## src/hot_swap_capability_regs.vh

```
// constants for the hot swap capability structure: offsets, field positions,
// reset values and the priming sample count.
// assumes the configuration port presents byte addresses and dword data.
`ifndef HOT_SWAP_CAPABILITY_REGS_VH
`define HOT_SWAP_CAPABILITY_REGS_VH

// byte address of the dword that holds the whole structure
`define HS_CAP_ADDR 8'h50

// byte lanes inside that dword
`define HS_LANE_CAP_ID 0
`define HS_LANE_NEXT_PTR 1
`define HS_LANE_CSR 2
`define HS_LANE_RSVD 3

// fixed and reset values
`define HS_CAP_ID_VALUE 8'h06
`define HS_NEXT_PTR_RESET 8'h00
`define HS_PROG_IF_VALUE 2'h0
`define HS_RSVD_VALUE 8'h00

// fields of the control/status byte
`define HS_INS_BIT 7
`define HS_EXT_BIT 6
`define HS_PI_HI_BIT 5
`define HS_PI_LO_BIT 4
`define FRONT_PANEL_LED_OUT_BIT 3
`define HS_PIE_BIT 2
`define HS_EIM_BIT 1
`define HS_DHA_BIT 0

// reset values of the writable and status bits
`define HS_INS_RESET 1'h0
`define HS_EXT_RESET 1'h0
`define FRONT_PANEL_LED_OUT_RESET 1'h0
`define HS_EIM_RESET 1'h0

// bits that always read zero in the basic programming interface
`define HS_PIE_VALUE 1'h0
`define HS_DHA_VALUE 1'h0

// samples taken after reset before the switch level is trusted
`define HS_PRIME_COUNT 2'h3

`endif

```

## src/level_sync.v

```verilog
// two-flop synchroniser for one asynchronous level.
// assumes the input may change at any time relative to ref_clk_i;
// only the second flop is meant to be read by other logic.
module level_sync
(
  input wire ref_clk_i,
  input wire srst_i,
  input wire async_i,
  output wire sync_o
);

  reg meta_reg;
  reg sync_reg;

  // first flop feeds only the second one
  always @(posedge ref_clk_i)
  begin
    if (srst_i)
    begin
      meta_reg <= 1'b0;
      sync_reg <= 1'b0;
    end
    else
    begin
      meta_reg <= async_i;
      sync_reg <= meta_reg;
    end
  end

  assign sync_o = sync_reg;

endmodule

```

## src/hot_swap_capability.v

```verilog
// hot swap capability structure: capability id, next pointer and the
// control/status byte, plus switch edge detection, enum line and led drive.
// assumes a single-cycle configuration access port on the pci clock, a
// front-panel switch that is asynchronous, and an external open-drain
// buffer that resolves the enum line from enum_o and enum_oe_n_o.
`include "hot_swap_capability_regs.vh"

// Operation
// - capability id reads 06h, writes ignored
// - next pointer 00h, read-only, rom loadable
// - insertion flag resets 0, write-one clears
// - extraction flag resets 0, write-one clears only
// - programming interface field reads 00b, read-only
// - led bit read/write, reset 0, 1=on
// - pending indicator always reads 0
// - mask bit read/write, reset 0, masks enum
// - device hiding arm always reads 0
// - switch rising edge sets insertion, asserts enum
// - switch falling edge sets extraction, asserts enum
// - led pin follows the led bit continuously
module hot_swap_capability
(
  input wire ref_clk_i,
  input wire srst_i,
  input wire [7:0] cfg_addr_i,
  input wire [3:0] cfg_be_i,
  input wire cfg_wr_i,
  input wire cfg_rd_i,
  input wire [31:0] cfg_wdata_i,
  output wire [31:0] cfg_rdata_o,
  output wire cfg_ack_o,
  input wire rom_load_i,
  input wire [7:0] rom_next_ptr_i,
  input wire front_panel_switch_in_i,
  output wire front_panel_led_out_o,
  input wire enum_i,
  output wire enum_o,
  output wire enum_oe_n_o,
  output wire enum_line_low_o
);

  // synchronised copies of the two pins
  wire switch_sync;
  wire enum_sync;

  // switch edge detection state
  reg [1:0] prime_cnt_reg;
  reg [1:0] prime_cnt_next;
  reg primed_reg;
  reg primed_next;
  reg switch_prev_reg;
  reg switch_prev_next;
  wire switch_rise;
  wire switch_fall;

  // control/status storage
  reg insertion_flag_reg;
  reg insertion_flag_next;
  reg extraction_flag_reg;
  reg extraction_flag_next;
  reg led_on_ctrl_reg;
  reg led_on_ctrl_next;
  reg enum_event_mask_reg;
  reg enum_event_mask_next;
  reg [7:0] hot_swap_next_ptr_reg;
  reg [7:0] hot_swap_next_ptr_next;

  // bus answer and pin drive
  reg [31:0] rdata_reg;
  reg [31:0] rdata_next;
  reg ack_reg;
  reg ack_next;
  reg led_out_reg;
  reg enum_oe_n_reg;
  reg enum_oe_n_next;
  reg enum_low_reg;
  reg enum_drv_reg;

  // decode of the access
  wire cap_hit;
  wire csr_write;
  wire next_write;
  wire [7:0] csr_wbyte;
  wire ins_clear;
  wire ext_clear;
  wire [7:0] swap_ctrl_status;
  wire [31:0] cap_dword;

  // switch and enum line both come from outside the clock domain
  level_sync u_switch_sync
  (
    .ref_clk_i(ref_clk_i),
    .srst_i(srst_i),
    .async_i(front_panel_switch_in_i),
    .sync_o(switch_sync)
  );

  level_sync u_enum_sync
  (
    .ref_clk_i(ref_clk_i),
    .srst_i(srst_i),
    .async_i(enum_i),
    .sync_o(enum_sync)
  );

  // priming: the synchroniser holds reset zeros for two cycles, so the
  // previous level is loaded from the pin without an event until then;
  // this keeps a board powered up with the switch closed from raising a
  // false insertion on every reset
  always @*
  begin
    prime_cnt_next = prime_cnt_reg;
    primed_next = primed_reg;
    if (!primed_reg)
    begin
      if (prime_cnt_reg == `HS_PRIME_COUNT)
      begin
        primed_next = 1'b1;
      end
      else
      begin
        prime_cnt_next = prime_cnt_reg + 2'h1;
      end
    end
  end

  // previous switch level, tracked even while unprimed
  always @*
  begin
    switch_prev_next = switch_sync;
  end

  // edges seen only once the pipeline carries real samples
  assign switch_rise = primed_reg & switch_sync & ~switch_prev_reg;
  assign switch_fall = primed_reg & ~switch_sync & switch_prev_reg;

  always @(posedge ref_clk_i)
  begin
    if (srst_i)
    begin
      prime_cnt_reg <= 2'h0;
      primed_reg <= 1'b0;
      switch_prev_reg <= 1'b0;
    end
    else
    begin
      prime_cnt_reg <= prime_cnt_next;
      primed_reg <= primed_next;
      switch_prev_reg <= switch_prev_next;
    end
  end

  // access decode: one dword holds id, pointer and control/status
  assign cap_hit = ({cfg_addr_i[7:2], 2'b00} == `HS_CAP_ADDR);
  assign csr_write = cap_hit & cfg_wr_i & cfg_be_i[`HS_LANE_CSR];
  assign next_write = cap_hit & cfg_wr_i & cfg_be_i[`HS_LANE_NEXT_PTR];
  assign csr_wbyte = cfg_wdata_i[8*`HS_LANE_CSR +: 8];
  assign ins_clear = csr_write & csr_wbyte[`HS_INS_BIT];
  assign ext_clear = csr_write & csr_wbyte[`HS_EXT_BIT];

  // insertion flag: a switch edge in the clearing cycle still wins
  always @*
  begin
    insertion_flag_next = insertion_flag_reg;
    if (switch_rise)
    begin
      insertion_flag_next = 1'b1;
    end
    else if (ins_clear)
    begin
      insertion_flag_next = 1'b0;
    end
  end

  // extraction flag: writing zero leaves it alone
  always @*
  begin
    extraction_flag_next = extraction_flag_reg;
    if (switch_fall)
    begin
      extraction_flag_next = 1'b1;
    end
    else if (ext_clear)
    begin
      extraction_flag_next = 1'b0;
    end
  end

  // plain read/write bits of the control/status byte
  always @*
  begin
    led_on_ctrl_next = led_on_ctrl_reg;
    enum_event_mask_next = enum_event_mask_reg;
    if (csr_write)
    begin
      led_on_ctrl_next = csr_wbyte[`FRONT_PANEL_LED_OUT_BIT];
      enum_event_mask_next = csr_wbyte[`HS_EIM_BIT];
    end
  end

  // next pointer: bus writes to its lane are dropped, only rom loads it
  always @*
  begin
    hot_swap_next_ptr_next = hot_swap_next_ptr_reg;
    if (rom_load_i)
    begin
      hot_swap_next_ptr_next = rom_next_ptr_i;
    end
  end

  always @(posedge ref_clk_i)
  begin
    if (srst_i)
    begin
      insertion_flag_reg <= `HS_INS_RESET;
      extraction_flag_reg <= `HS_EXT_RESET;
      led_on_ctrl_reg <= `FRONT_PANEL_LED_OUT_RESET;
      enum_event_mask_reg <= `HS_EIM_RESET;
      hot_swap_next_ptr_reg <= `HS_NEXT_PTR_RESET;
    end
    else
    begin
      insertion_flag_reg <= insertion_flag_next;
      extraction_flag_reg <= extraction_flag_next;
      led_on_ctrl_reg <= led_on_ctrl_next;
      enum_event_mask_reg <= enum_event_mask_next;
      hot_swap_next_ptr_reg <= hot_swap_next_ptr_next;
    end
  end

  // read view of the control/status byte; constant bits are wired in
  assign swap_ctrl_status[`HS_INS_BIT] = insertion_flag_reg;
  assign swap_ctrl_status[`HS_EXT_BIT] = extraction_flag_reg;
  assign swap_ctrl_status[`HS_PI_HI_BIT:`HS_PI_LO_BIT] = `HS_PROG_IF_VALUE;
  assign swap_ctrl_status[`FRONT_PANEL_LED_OUT_BIT] = led_on_ctrl_reg;
  assign swap_ctrl_status[`HS_PIE_BIT] = `HS_PIE_VALUE;
  assign swap_ctrl_status[`HS_EIM_BIT] = enum_event_mask_reg;
  assign swap_ctrl_status[`HS_DHA_BIT] = `HS_DHA_VALUE;

  // whole dword as software sees it
  assign cap_dword[8*`HS_LANE_CAP_ID +: 8] = `HS_CAP_ID_VALUE;
  assign cap_dword[8*`HS_LANE_NEXT_PTR +: 8] = hot_swap_next_ptr_reg;
  assign cap_dword[8*`HS_LANE_CSR +: 8] = swap_ctrl_status;
  assign cap_dword[8*`HS_LANE_RSVD +: 8] = `HS_RSVD_VALUE;

  // read data is registered; disabled lanes read zero so a byte read of
  // the status byte cannot be confused by neighbouring fields
  always @*
  begin
    rdata_next = 32'h0000_0000;
    ack_next = 1'b0;
    if (cap_hit && (cfg_rd_i || cfg_wr_i))
    begin
      ack_next = 1'b1;
    end
    if (cap_hit && cfg_rd_i)
    begin
      rdata_next[7:0] = cfg_be_i[0] ? cap_dword[7:0] : 8'h00;
      rdata_next[15:8] = cfg_be_i[1] ? cap_dword[15:8] : 8'h00;
      rdata_next[23:16] = cfg_be_i[2] ? cap_dword[23:16] : 8'h00;
      rdata_next[31:24] = cfg_be_i[3] ? cap_dword[31:24] : 8'h00;
    end
  end

  // enum drive: low while any flag is set and the event is unmasked;
  // clearing both flags or setting the mask lets the line float again
  always @*
  begin
    enum_oe_n_next = 1'b1;
    if ((insertion_flag_reg || extraction_flag_reg) && !enum_event_mask_reg)
    begin
      enum_oe_n_next = 1'b0;
    end
  end

  always @(posedge ref_clk_i)
  begin
    if (srst_i)
    begin
      rdata_reg <= 32'h0000_0000;
      ack_reg <= 1'b0;
      led_out_reg <= `FRONT_PANEL_LED_OUT_RESET;
      enum_oe_n_reg <= 1'b1;
      enum_low_reg <= 1'b0;
      enum_drv_reg <= 1'b0;
    end
    else
    begin
      rdata_reg <= rdata_next;
      ack_reg <= ack_next;
      led_out_reg <= led_on_ctrl_reg;
      enum_oe_n_reg <= enum_oe_n_next;
      // synchroniser resets to zero while the idle line is high, so the
      // view is held off until priming ends to avoid a false low report
      enum_low_reg <= primed_reg & ~enum_sync;
      enum_drv_reg <= 1'b0; // open-drain data never drives high
    end
  end

  // outputs; the open-drain data is a constant low from a held flop
  assign cfg_rdata_o = rdata_reg;
  assign cfg_ack_o = ack_reg;
  assign front_panel_led_out_o = led_out_reg;
  assign enum_o = enum_drv_reg;
  assign enum_oe_n_o = enum_oe_n_reg;
  assign enum_line_low_o = enum_low_reg;

endmodule

```

## config.mk

```make
export PLATFORM = sky130hd
export DESIGN_NAME = hot_swap_capability
export DESIGN_NICKNAME = d
export VERILOG_FILES = /design/src/level_sync.v /design/src/hot_swap_capability.v
export VERILOG_INCLUDE_DIRS = /design/src
export SDC_FILE = /design/constraint.sdc
export NUM_CORES = 1
export LEC_CHECK = 0
export BUFFER_PORTS_ARGS = -buffer_cell sky130_fd_sc_hd__clkbuf_2
export CAP_MARGIN = 20
export CELL_PAD_IN_SITES_DETAIL_PLACEMENT = 0
export CELL_PAD_IN_SITES_GLOBAL_PLACEMENT = 1
export CORE_MARGIN = 2
export CORE_UTILIZATION = 25
export CTS_CLUSTER_DIAMETER = 60
export CTS_CLUSTER_SIZE = 24
export DETAILED_ROUTE_END_ITERATION = 12
export PLACE_DENSITY_LB_ADDON = 0.1
export SYNTH_ARGS = -nofsm -noshare
export SYNTH_HDL_FRONTEND = slang
export SYNTH_SLANG_ARGS = --single-unit
```

## constraint.sdc

```tcl
create_clock -name ref_clk_i -period 1.25 [get_ports ref_clk_i]
set_clock_uncertainty 0.05 [all_clocks]
set_input_delay 0.1875 -clock ref_clk_i [delete_from_list [all_inputs] [get_ports ref_clk_i]]
set_output_delay 0.1875 -clock ref_clk_i [all_outputs]
set_load 0.05 [all_outputs]
```

==> After elaboration in Yosys (flattened, before gate mapping) <==
Cells that the tools add are included.
{ "word_totals": {"register_bits": 56, "out_inout_bits": 37, "elab_cells": 62} }
{ "op_classes": {"n_addsub": 1, "eq_ne": 2, "mux": 10, "bitwise_logic": 17, "reduce_logical": 12} }
{ "ops": {"columns": ["operator", "n"], "rows": [
  ["1-bit bitwise AND", 9],
  ["1-bit 2-to-1 mux", 8],
  ["8-bit 2-to-1 mux", 1],
  ["1-bit inverter", 8],
  ["6-bit by 5-bit == test with 1-bit output (second input constant)", 1],
  ["3-bit OR reduction", 2],
  ["2-bit nonzero test", 2],
  ["1-bit logical AND", 3],
  ["3-bit 2-to-1 mux", 1],
  ["2-bit by 1-bit adder with 2-bit output (second input constant)", 1],
  ["2-bit == test (second input constant)", 1],
  ["1-bit logical OR", 2],
  ["2-bit AND reduction", 1],
  ["2-bit OR reduction", 1],
  ["1-bit zero test", 1]
]} }

==> Logic depth before layout (Yosys ltp) <==
{ "depth": {"depth_word": 6, "ltp_mapped": 4} }

==> By module <==
A second synthesis with hierarchy kept.
{ "hier_totals": {"hier_cells": 132, "area_unflattened_um2": 1382.6} }
{ "modules_own_cells": {"columns": ["mod", "instances", "cells_per_inst", "area_each_um2"], "rows": [
  ["hot_swap_capability", 1, 124, 1277.5],
  ["level_sync", 2, 4, 52.6]
]} }

==> Worst setup path after synthesis <==
Ideal clock, no wire load.
{ "synth_timing": {"kind": "input to register", "startpoint": "in cfg_addr_i[5]", "endpoint": "reg led_on_ctrl_reg", "setup_time_ps": 121, "t_arrival_ps": 979, "path_slack_ps": 99, "stages": 3, "path_cell_list": "nand4bb_4 > nor3_4 > mux2_4"} }
{ "synth_between": {"elab_chain_cells": 3} }
{ "synth_lines": {"columns": ["item", "line", "source"], "rows": [
  ["start, declared", "hot_swap_capability.v:25", "input wire [7:0] cfg_addr_i,"],
  ["6-bit by 5-bit == test with 1-bit output (no source line)", null, null],
  ["1-bit bitwise AND", null, null],
  ["1-bit bitwise AND", "hot_swap_capability.v:155", "assign csr_write = cap_hit & cfg_wr_i & cfg_be_i[`HS_LANE_CSR];"],
  ["end signal, assigned", "hot_swap_capability.v:217", "led_on_ctrl_reg <= `FRONT_PANEL_LED_OUT_RESET;"],
  ["end signal, assigned", "hot_swap_capability.v:225", "led_on_ctrl_reg <= led_on_ctrl_next;"],
  ["end, declared", "hot_swap_capability.v:61", "reg led_on_ctrl_reg;"]
]} }
Every way passes these cells.
A chain may end at the register's enable or synchronous reset.

==> Worst setup path after layout <==
{ "layout_timing": {"startpoint": "reg rdata_reg[15], in the netlist cfg_rdata_o[15]", "endpoint": "out cfg_rdata_o[15]"} }
{ "layout_lines": {"columns": ["item", "line", "source"], "rows": [
  ["start, declared", "hot_swap_capability.v:69", "reg [31:0] rdata_reg;"],
  ["start signal, assigned", "hot_swap_capability.v:289", "rdata_reg <= rdata_next;"],
  ["end, declared", "hot_swap_capability.v:30", "output wire [31:0] cfg_rdata_o,"]
]} }
No word-level cell between the ends.

==> summary.txt <==
Logic synthesis
  • Compound-Gate Fraction of Synth Area: 0.02671
  • Part of the Yosys area used for sequential elements: 0.5272
  • Mux share of post-synthesis cell area: 0.07480
  • Main combinational cell family by area after synthesis: simple AND/OR/NAND/NOR gates
  • Most area-hungry cell type in the Yosys netlist: dfxtp_1
  • Post-Synth XOR/XNOR Area: 0.006233
  • Mean Syn Cell Area: 10.64 sq um
  • Seq cells post-synth: 37
  • Synth async-reset ratio: 0
  • Count leader, synth: dfxtp_1
  • Most frequent cells after synthesis: 37 x dfxtp_1, 20 x buf_4, 14 x nor2_1, 10 x nor2b_1, 9 x mux2i_1
  • Ys Warns: 0
  • Post-Synth Simple-Gate Area: 0.2315
  • Cells after Synth: around 130
  • Number of flops mapped to enable cells by yosys: 0
  • Synth Cell Area: between 1000 and 1500 sq um
  • Adder-cell share of the synthesized area: 0.008905
  • Ys flop type: dfxtp_1
  • Synth cell types: 31
  • Synth top area cells: dfxtp_1 53%, buf_4 11%, mux2i_1 6.4%, nor2b_1 4.5%, nor2_1 3.7%
  • Top-area cell type share of the netlist area: 0.5272

Global route
  • Vias in the first global route: between 900 and 1k
  • Tot GR Track Use: 0.09154
  • First-pass GRT wire length: 4257 um
  • Largest net degree at the start of global routing: 20
  • Initial antenna violation count: 0
  • Gr ovfl total: 0

Clock tree
  • Num CTS Buffers: 5
  • CTS root buf: clkbuf_8
  • Post-cts repair resize count: 0
  • Post-CTS Setup Repair Bufs: 0
  • CTS tree: built
  • Hold_buf cts: 0
  • Worst-Skew Late Latency: 280 ps
  • Max clock buf depth: 2
  • Clock sink count: 37
  • Htree depth: 2
  • Clock slew at reported path FFs: around 70 ps

Flow run
  • # Max-Cap Violations: 0

Floorplan
  • Core ar.: approximately 5500 sq um
  • Initial Util: 0.2567
  • Die area: 6236 sq um
  • Die Y: between 70 and 80 um
  • # IOs: 96
  • Chip width: 78.97 um
  • # rows: 27

STA
  • Final Cycle Share: 0.8912
  • RSZ-0062 raised after global routing: false
  • Final WS setup: 136.0 ps
  • Max Fclk: 0.8977 GHz
  • Fin Setup TNS: 0 ps
  • Setup violators final: 0
  • Fin. max-slew vios: 0
  • Final hold violation count: 0
  • Hold_ws: ~36 ps
  • Crit path time final: 1114 ps

Placed design
  • # port buffers: 45
  • Post-DP HPWL: 2058 um
  • Placement Setup Slack: 3.201 ps
  • GP Congestion: 0.7540

Setup path
  • Crit path buffers/inverters: 1
  • Required time of the critical path: 1010 ps
  • Crit path kind: reg -> out
  • Worst setup EP type: output pin
  • CP max stage cell: dfxtp_1
  • Critical path arrival: 880 ps
  • Crit path cell chain: clkbuf_2
  • Startpoint class of the critical path: register
  • Critical path's largest stage delay: 320 ps
  • CP top delay family: flip-flops
  • CP Max Fanout: 1

Detailed routing
  • Routed Antenna Nets: 0
  • DR vias: 953
  • Iteration-0 DRC Markers: 16
  • DRC violations left: 0
  • DRT Wirelength: 2724 um
  • Vias per cell: 3.752
  • Drt first pass iters: 4
  • Routed len/inst: 10.72 um

Run status
  • Status: finished clean

Power and ir drop
  • VDD IR max: ~0.00044 V
  • Power Density: 1451 nW/um^2
  • Pleak: 0.8448 nW

Hold path
  • HP Class: in -> reg

Layout
  • Layout Nets: 241
  • Fillers: 606
  • # diodes: 0
  • Area Overhead vs Synth: 24.13%
  • Layout cell share with drive strength beyond 1: 0.3297
  • Max FFs per register: 13
  • Finished Core Util: 0.3187
## metrics by stage
stage | power [mW] | instance area [sq um] | std cells
after floorplan | 1.614 | 1473 | 150
after global placement | 1.644 | 1643 | 246
after detailed placement | 1.657 | 1643 | 246
after CTS | 2.580 | 1744 | 254
after global routing | 2.665 | 1744 | 254
final | 2.531 | 1744 | 254
## per-layer routing
layer  track usage  share of wire
met1        0.1154           0.47
met2        0.1331           0.43
met3       0.03864          0.077
met4       0.04655          0.017
met5             0              0
## cell type report
class / instances / area, sq um / share of cell area
Timing Repair Buffer: 48 / 247.7 / 0.1420
Multi-Input combinational cell: 88 / 560.5 / 0.3214
Sequential cell: 37 / 740.7 / 0.4247
Tap cell: 72 / 90.09 / 0.05165
Clock buffer: 7 / 96.34 / 0.05524
Inverter: 1 / 3.754 / 0.002152
Clock inverter: 1 / 5.005 / 0.002869
## power breakdown
group          switching [mW]  total [mW]  internal [mW]
clock                   0.409       0.907          0.498
sequential             0.0339        1.27           1.24
combinational           0.238       0.351          0.113
total                   0.681        2.53           1.85
## kinds of logic (layout without fill, tap and decap cells)
group,after synthesis,after routing
AND/OR/NAND/NOR,51,51
flip-flops,37,37
buffers and inverters,25,57
multiplexers,10,10
AO/OA/AOI/OAI,6,6
adder cells (fa/ha/maj),1,1
other,1,19
XOR/XNOR,1,1
## worst paths after layout
kind / slack [ps] / cells after the start / endpoint / from
worst min register to register: 340 / 1 / enum_line_low_o$_SDFF_PP0_ / u_enum_sync.sync_o$_SDFF_PP0_
worst max-delay path: 140 / 1 / cfg_rdata_o[15] / cfg_rdata_o[15]$_SDFF_PP0_
worst min-delay path: 40 / 2 / insertion_flag_reg$_SDFFE_PP0P_ / cfg_wdata_i[23]
worst max register to register: 170 / 4 / prime_cnt_reg[0]$_SDFFE_PP0P_ / prime_cnt_reg[0]$_SDFFE_PP0P_
## cells in the final DEF (no fill, tap or decap), drive strengths merged
cell,Yosys,layout
a21oi,1,1
nand2,2,2
nand2b,2,2
clkbuf,1,52
nor2,14,14
and3,5,5
mux2i,9,9
o21ai,2,2
ha,1,1
clkinv,0,1
nand4bb,1,1
and4bb,1,1
buf,23,3
dfxtp,37,37
and3b,1,1
and2,8,8
a311oi,1,1
nor2b,10,10
or2,1,1
xnor2,1,1
a31oi,1,1
nand3b,2,2
a21o,1,1
inv,1,1
conb,1,19
nor3b,1,1
nor3,1,1
and4,1,1
mux2,1,1
nor4,1,1
Note: power is estimated with default switching activity, not from simulation.
